$ cat src/include/mcs_pkg.sv
// Constants for the motor overvoltage crowbar supervisor.
// Assumes a 10 MHz system clock; temperature and detection arrive as logic levels.
package mcs_pkg;
  localparam int unsigned CLK_HZ = 10000000;
  // ****************************************
  // Timing figures in their own units
  // ****************************************
  localparam int unsigned SHORT_WAIT_S = 15;
  localparam int unsigned LONG_WAIT_S = 120;
  localparam int unsigned TRIP_HOLD_MIN = 2;
  localparam int unsigned TRIP_LATCH_MS = 10;
  // ****************************************
  // Cycle counts
  // ****************************************
  localparam longint unsigned SHORT_WAIT_CYC = longint'(SHORT_WAIT_S) * CLK_HZ;
  localparam longint unsigned LONG_WAIT_CYC = longint'(LONG_WAIT_S) * CLK_HZ;
  localparam longint unsigned TRIP_HOLD_CYC = longint'(TRIP_HOLD_MIN) * 60 * CLK_HZ;
  localparam longint unsigned TRIP_LATCH_CYC = longint'(TRIP_LATCH_MS) * CLK_HZ / 1000;
  localparam int CNT_W = 32;
  typedef enum logic [1:0] {
    MCS_IDLE,
    MCS_FIRED
  } mcs_fire_t;
endpackage

$ cat src/rtl/mcs_supervisor.sv
// Crowbar supervisor: firing, motor short hold, ready and trip contacts.
// Assumes all inputs synchronous to clk; temperature bands come from comparators.
// Timer lengths are parameters in clock cycles so a bench can shrink them.
// Motor standstill is reported from outside; this block never estimates speed.
// Operation
// - Fire crowbar on phase overvoltage from lost field-weakening current.
// - Fire crowbar to ground on ground-fault overvoltage.
// - Keep short applied until the motor has fully stopped.
// - Forced trip request input fires the crowbar for test.
// - Ready contact closed only while ready, open otherwise.
// - After power-on or test firing below 40C, ready opens 15 s.
// - After power-on or test firing at 40-60C, ready opens 120 s.
// - Above 60C ready stays open until temperature falls below limit.
// - After self-firing ready opens 120 s regardless of temperature.
// - Internal fault opens ready for as long as it persists.
// - Trip contact closes and latches within 10 ms of any firing.
// - Trip contact releases 2 minutes after the last firing.
`timescale 1ns/10ps
module mcs_supervisor #(
  parameter longint unsigned SHORT_WAIT = mcs_pkg::SHORT_WAIT_CYC,
  parameter longint unsigned LONG_WAIT = mcs_pkg::LONG_WAIT_CYC,
  parameter longint unsigned TRIP_HOLD = mcs_pkg::TRIP_HOLD_CYC
) (
  input wire logic clk,
  input wire logic rst_b,
  input wire logic phaseOverVolt,
  input wire logic groundOverVolt,
  input wire logic forceTrip,
  input wire logic motorStopped,
  input wire logic tempAbove40,
  input wire logic tempAbove60,
  input wire logic internalFault,
  output logic crowbarOn,
  output logic readyContact,
  output logic tripContact
);
  // ****************************************
  // Helpers
  // ****************************************
  // Countdown that parks at zero, shared by the wait and trip timers
  function automatic logic [mcs_pkg::CNT_W-1:0] mcs_count_down(
    input logic [mcs_pkg::CNT_W-1:0] value
  );
    logic [mcs_pkg::CNT_W-1:0] result;
    result = value;
    if (value != '0) begin
      result = value - mcs_pkg::CNT_W'(1);
    end
    return result;
  endfunction

  function automatic logic mcs_timer_done(input logic [mcs_pkg::CNT_W-1:0] value);
    return value == '0;
  endfunction

  // Illegal state codes count as fired so the short stays on the safe side
  function automatic logic mcs_is_idle(input mcs_pkg::mcs_fire_t state);
    return state == mcs_pkg::MCS_IDLE;
  endfunction

  // ****************************************
  // Firing and short hold
  // ****************************************
  mcs_pkg::mcs_fire_t fire_reg;
  logic selfFire;
  logic testFire;
  logic anyFire;
  logic crowbar_reg;
  assign selfFire = phaseOverVolt | groundOverVolt;
  assign testFire = forceTrip & ~selfFire;
  assign anyFire = (selfFire | testFire) & mcs_is_idle(fire_reg);

  always_ff @(posedge clk or negedge rst_b) begin
    if (!rst_b) begin
      fire_reg <= mcs_pkg::MCS_IDLE;
    end else begin
      unique case (fire_reg)
        mcs_pkg::MCS_IDLE: begin
          if (selfFire | testFire) begin
            fire_reg <= mcs_pkg::MCS_FIRED;
          end
        end
        mcs_pkg::MCS_FIRED: begin
          // Release only once stopped and no request is still pending
          if (motorStopped & ~selfFire & ~forceTrip) begin
            fire_reg <= mcs_pkg::MCS_IDLE;
          end
        end
        default: fire_reg <= mcs_pkg::MCS_IDLE;
      endcase
    end
  end

  always_ff @(posedge clk or negedge rst_b) begin
    if (!rst_b) begin
      crowbar_reg <= 1'b0;
    end else begin
      crowbar_reg <= ~mcs_is_idle(fire_reg) | selfFire | testFire;
    end
  end
  assign crowbarOn = crowbar_reg;

  // ****************************************
  // Ready wait timer
  // ****************************************
  logic [mcs_pkg::CNT_W-1:0] wait_reg;
  logic waitStart;
  logic [mcs_pkg::CNT_W-1:0] waitLoad;
  logic started_reg;
  logic ready_reg;
  logic holdOpen;
  // Power-on wait begins on the first cycle after reset release
  assign waitStart = ~started_reg | anyFire;

  always_comb begin
    if (anyFire & selfFire) begin
      waitLoad = mcs_pkg::CNT_W'(LONG_WAIT);
    end else if (tempAbove40) begin
      waitLoad = mcs_pkg::CNT_W'(LONG_WAIT);
    end else begin
      waitLoad = mcs_pkg::CNT_W'(SHORT_WAIT);
    end
  end

  always_ff @(posedge clk or negedge rst_b) begin
    if (!rst_b) begin
      started_reg <= 1'b0;
    end else begin
      started_reg <= 1'b1;
    end
  end

  always_ff @(posedge clk or negedge rst_b) begin
    if (!rst_b) begin
      wait_reg <= '0;
    end else if (waitStart) begin
      wait_reg <= waitLoad;
    end else begin
      wait_reg <= mcs_count_down(wait_reg);
    end
  end

  // A fired crowbar is never reported ready even if the wait has run out
  assign holdOpen = ~started_reg | waitStart | ~mcs_timer_done(wait_reg)
                    | tempAbove60
                    | internalFault
                    | ~mcs_is_idle(fire_reg);

  always_ff @(posedge clk or negedge rst_b) begin
    if (!rst_b) begin
      ready_reg <= 1'b0;
    end else begin
      ready_reg <= ~holdOpen;
    end
  end
  assign readyContact = ready_reg;

  // ****************************************
  // Trip indication latch
  // ****************************************
  logic [mcs_pkg::CNT_W-1:0] trip_reg;
  logic tripOn_reg;

  // Each new firing restarts the hold so the contact clears 2 min after the last
  always_ff @(posedge clk or negedge rst_b) begin
    if (!rst_b) begin
      trip_reg <= '0;
    end else if (anyFire) begin
      trip_reg <= mcs_pkg::CNT_W'(TRIP_HOLD);
    end else begin
      trip_reg <= mcs_count_down(trip_reg);
    end
  end

  always_ff @(posedge clk or negedge rst_b) begin
    if (!rst_b) begin
      tripOn_reg <= 1'b0;
    end else begin
      tripOn_reg <= anyFire | (trip_reg > mcs_pkg::CNT_W'(1));
    end
  end
  assign tripContact = tripOn_reg;
endmodule // mcs_supervisor

$ cat config.mk
export PLATFORM = sky130hd
export DESIGN_NAME = mcs_supervisor
export DESIGN_NICKNAME = d
export VERILOG_FILES = /design/src/include/mcs_pkg.sv /design/src/rtl/mcs_supervisor.sv
export SDC_FILE = /design/constraint.sdc
export NUM_CORES = 1
export LEC_CHECK = 0
export ABC_AREA = 1
export BUFFER_PORTS_ARGS = -buffer_cell sky130_fd_sc_hd__buf_4
export CAP_MARGIN = 5
export CELL_PAD_IN_SITES_DETAIL_PLACEMENT = 0
export CELL_PAD_IN_SITES_GLOBAL_PLACEMENT = 2
export CORE_AREA = 2 2 121 152
export CTS_CLUSTER_DIAMETER = 80
export DETAILED_ROUTE_END_ITERATION = 8
export DIE_AREA = 0 0 123 154
export PLACE_DENSITY_LB_ADDON = 0.12
export SLEW_MARGIN = 20
export SYNTH_ARGS = -nofsm -noshare
export SYNTH_HDL_FRONTEND = slang
export SYNTH_SLANG_ARGS = --single-unit
$ cat constraint.sdc
create_clock -name clk -period 2.3 [get_ports clk]
set_input_delay 0.115 -clock clk [delete_from_list [all_inputs] [get_ports clk]]
set_output_delay 0.115 -clock clk [all_outputs]
set_load 0.02 [all_outputs]
* Yosys cells after proc, flatten, opt, wreduce, memory -nomap -nowiden
Cells that the tools add are included.
** Storage, ports and cells
- Bits of input ports :: 9
- Bits in registers :: 70
- Output and inout port bits :: 3
** Operators by class
- Bitwise gates (word level) :: 22
- Mux-type cells :: 9
- Add/sub/neg operators :: 2
- Reductions and logical operators :: 7
- Equality and inequality tests :: 3
- Order comparisons :: 1
** Operator list (number)
- 32-bit 2-to-1 mux :: 4
- 32-bit nonzero test :: 2
- 32-bit by 1-bit subtractor with 32-bit output, second input constant :: 2
- 31-bit 2-to-1 mux :: 2
- 32-bit by 1-bit > comparator with 1-bit output, second input constant :: 1
- 32-bit zero test :: 1
- 1-bit OR :: 11
- 1-bit inverter :: 6
- 1-bit bitwise AND :: 5
- 2-bit 2-to-1 mux :: 2
- 2-bit inequality test, second input constant :: 2
- 2-bit case mux with 2 select lines :: 1
- 2-bit nonzero test :: 2
- 2-bit by 1-bit equality test with 1-bit output, second input constant :: 1
- 2-bit zero test :: 1
- 2-bit AND reduction :: 1

* Logic depth before layout (Yosys ltp)
- Depth after elaboration :: 12
- Mapped depth :: 11
- Mapped depth without buffers :: 11

* Least setup slack after synthesis
OpenSTA, ideal clock, no wires.
- Kind :: register to register
- Start :: register trip_reg[0] (netlist bit)
- End :: register trip_reg[12] (netlist bit)
- Path slack :: 0.665 ns
- Path buffers :: 1
- Stages on the path, launching flop included :: 9
- Clock period less this slack :: 1.635 ns
- Data arrival time :: 1.499 ns
- Library setup time :: 0.136 ns
- Required time :: 2.164 ns
- Cells stage by stage :: dfrtp_1 -> inv_1 -> ha_1 -> nand2_4 -> nor2_4 -> nand2_4 -> nor2_8 -> buf_4 -> nor3_1
** Between the ends
- Word-level cells in the longest chain between the ends :: 3
- Elaborated cells on any way between the ends :: 5
- Classes of those cells :: add/sub (1); mux (2); reduce/logical (2)
** RTL lines
- start: declaration :: line mcs_supervisor.sv:161 : logic [mcs_pkg::CNT_W-1:0] trip_reg;
- start signal: assignment :: line mcs_supervisor.sv:169 : trip_reg <= mcs_pkg::CNT_W'(TRIP_HOLD);
- start signal: assignment :: line mcs_supervisor.sv:171 : trip_reg <= mcs_count_down(trip_reg);
- 32-bit by 1-bit subtractor with 32-bit output :: line mcs_supervisor.sv:47 : result = value - mcs_pkg::CNT_W'(1);
- 32-bit 2-to-1 mux :: line mcs_supervisor.sv:46 : if (value != '0) begin
- 32-bit 2-to-1 mux :: line mcs_supervisor.sv:168 : end else if (anyFire) begin
Several ways; a longest one is shown, not always the timed one. The select of a mux whose other input is x is not followed.
A chain may end at the register's enable or synchronous reset.

* Final worst setup path
- Start :: register trip_reg[0] (netlist bit)
- End :: register trip_reg[22] (netlist bit)
Same word-level chain as after synthesis.

==> impl_results.md <==
- Slew Viols, Final: 0
- Post-route setup slack: 0.373 ns
- CP endpoint: trip_reg[22]$_DFFE_PN0P_
- Pwr Density: slightly below 800 nW/um^2
- Setup Crit Path Kind: reg2reg
- Clk slew on worst S/H paths: approximately 0.050 ns
- Ratio of cells with drive above 1 in the final layout: 12.3%
- Initial antenna violation count: 0
- Clk Latency, worst-skew pair: about 0.34 ns
- Seq cells post-synth: between 60 and 70
- Worst setup EP type: flip-flop
- Register-to-Register Path Depth: 9
- Total clock buffers created by CTS: 9
- Met3 wire len: 242 um
- Global-route wire length before repair: approximately 22 mm
- Min-Delay Path Class: in2reg
- Vias per Instance: approximately 4.5
- Initial core utilization: around a quarter
- Most used cell, CP: nand2_4
- DR WL/cell: 15.8 um
- CP peak stage delay: approximately 0.42 ns
- Worst Setup SP: trip_reg[0]$_DFFE_PN0P_
- Core Area: 17,400 um^2
- Post-CTS setup buffers: 0
- Total grt overflow: 0
- Endpoints failing hold: 0
- Seq/Total Area, Yosys: ~40%
- Flop pwr share: between 40% and 50%
- Crit path depth: 9
- CTS tree: built
- 1st-iter DRT viols: 179
- Top sig layer: met4
- Net Switching: 1.30 mW
- Largest delay share family, worst path: simple AND/OR/NAND/NOR gates
- PostCTS Resize Cnt: 0
- WL met1: between 5 and 6 mm
- Pin count of the biggest net entering global routing: 43
- Most frequent cell after synthesis: nor2_1
- Tcrit/Tclk final: between 80% and 90%
- Leakage: 2.27 nW
- R2R setup slack: roughly 0.37 ns
- Synth cell types: 36
- Area grow syn2layout: 16.1%
- Final setup viols: 0
- Post-synthesis cell area: 4280 um^2
- Dominant cells by area after synthesis: dfrtp_1 (40%), nor2_1 (12%), nand2_1 (11%)
- Post-synth EDFFs: 0
- Nets: between 600 and 700
- Max Fclk: around 520 MHz
- Pint: about 2.6 mW
- Vias in the first global route: between 3,000 and 4,000
- Chip height: about 150 um
- Row count: 54
- R2R Path Start: trip_reg[0]$_DFFE_PN0P_
- Gate power share: roughly 23%
- Overall Global Routing Usage: between 10% and 20%
- Clock buffer depth: 2
- Status: complete, no violations
- Clock Tree Root: clkbuf_16
- Avg Cell Area, Syn: 7.17 um^2
- Drt drc: 0
- Primary FF master, synth: dfrtp_1
- Slowest-stage cell, CP: dfrtp_1
- CTS Hold Bufs: 4
- DR vias: ~3,800
- Met2 wire len: roughly 7.4 mm
- I/O pin count: 12
- Unrepaired setup endpoints after global routing: no
- # port buffers: 11
- Maximum VDD drop: between 0.3 and 0.4 mV
- Post-synth top area cell: dfrtp_1
- Clk pwr share: a little over a third
- Synth Instances: roughly 600
- Worst Path Arrival: approximately 2.1 ns
- CP max FO: 17
- Routed Antenna Nets: 0
- Commonest cells post-synth: nor2_1 (134), nand2_1 (126), dfrtp_1 (69)
- CP bufs+invs: 2
- Detailed-placement wirelength estimate: 10.3 mm
- Critical Path Source Type: flip-flop
- Setup TNS: 0 ns
- Placer Congestion: between 0.7 and 0.8
- Critical R2R Capture: trip_reg[22]$_DFFE_PN0P_
- Ys Warns: 0
- Pre-CTS setup slack: around 0.33 ns
- Asr flop ratio synth: 100%
- Final Skew: around 0.0058 ns
- Data required, critical path: about 2.5 ns
- Number of max-cap violations: 0
- Max H-tree Level: 3
- Switching part of the total: roughly a third
- CP Cell Sequence: inv_1, ha_1, nand2_4, nor2_4, nand2_4, nor2_8, nand2_4, clkinv_4, nor3_1
- Syn_nets: 609
- Sink Count: 69
- Antenna cell count: 0
- Post-route minimum period: just under 2 ns
- 1st-pass router iterations: 4
- Final WL: 13.4 mm
- Synth top area share: roughly two fifths
- Die Wd: between 100 and 150 um
- Die ar.: roughly 19,000 um^2
[stage by stage]
step | util [%] | hold WS, ns | power [mW] | std cells | instance area [um^2]
after floorplan | - | -0.181 | 2.22 | 597 | 4280
after global placement | 26.6 | 0.0886 | 2.50 | 830 | 4630
after detailed placement | 26.6 | 0.0893 | 2.50 | 830 | 4630
after CTS | 28.5 | 0.127 | 3.95 | 849 | 4970
after global routing | 28.5 | 0.163 | 4.12 | 849 | 4970
final | 28.5 | 0.137 | 3.86 | 849 | 4970
[cell type report]
class | count | area, um^2
inverter | 69 | 264
clock buffer | 15 | 298
tap | 224 | 280
fill | 1960 | 12500
timing repair buffer | 20 | 173
sequential | 69 | 1730
multi-input combinational | 452 | 2230
[worst reg2reg max path, delay by kind of cell, from the launching register on]
family                     cells  cell delay, ns
and+or+nand+nor                6            0.81
adders and majority gates      1            0.31
buffers and inverters          2            0.27
DFF                            1            0.42
[routing by layer]
metal | global-route usage (%) | vias to the layer above
li1 | - | 1944
met1 | 17.5 | 1834
met2 | 28.2 | 34
met3 | 2.19 | 10
met4 | 5.14 | 0
met5 | 0 | -
[power by group through the flow]
stage               Combinational, mW  Sequential (mW)  Clock, mW
floorplan                       0.686             1.53          0
global placement                0.909             1.59          0
detailed placement              0.909             1.59          0
CTS                             0.918             1.57       1.46
global route                     1.01             1.59       1.52
finish                          0.898             1.56       1.40
[kinds of logic (layout without fill, tap and decap cells)]
family,Yosys count,after routing,share of synthesized area (%)
buffers and inverters,76,104,7.57
other,1,1,0.0876
AOI/OAI and AO/OA,49,49,6.55
muxes,1,1,0.234
adders and majority gates,3,3,0.877
and+or+nand+nor,379,379,40.5
xor gates and xnor gates,19,19,3.89
DFF,69,69,40.3
[how the worst min path moves through the flow]
stage / end / cells past startpoint / startpoint / slack (ns)
final: crowbarOn$_DFF_PN0_ / 5 / forceTrip / 0.14
after global routing: crowbarOn$_DFF_PN0_ / 5 / forceTrip / 0.16
after CTS: crowbarOn$_DFF_PN0_ / 5 / forceTrip / 0.13
after detailed placement: wait_reg[13]$_DFFE_PN0P_ / 1 / rst_b / 0.09
after global placement: wait_reg[6]$_DFFE_PN0P_ / 1 / rst_b / 0.09
after floorplan: crowbarOn$_DFF_PN0_ / 0 / rst_b / -0.18
[cell usage in the layout, fill, tap and decap left out, types with 3 or more instances in the layout]
cell type	count
o21ai_0	20
ha_1	3
a21oi_1	18
xor2_1	14
nor2_1	134
clkbuf_8	5
inv_1	64
clkbuf_16	9
nand3_1	45
nand2_2	6
nand4_1	7
o21bai_1	4
nor3_1	22
nand2_4	6
dlygate4sd3_1	4
nand2_1	126
dfrtp_1	69
or2_2	3
nor2_4	7
xnor2_1	5
inv_2	4
nor2_2	16
buf_4	15
Note: power is estimated with default switching activity, not from simulation.
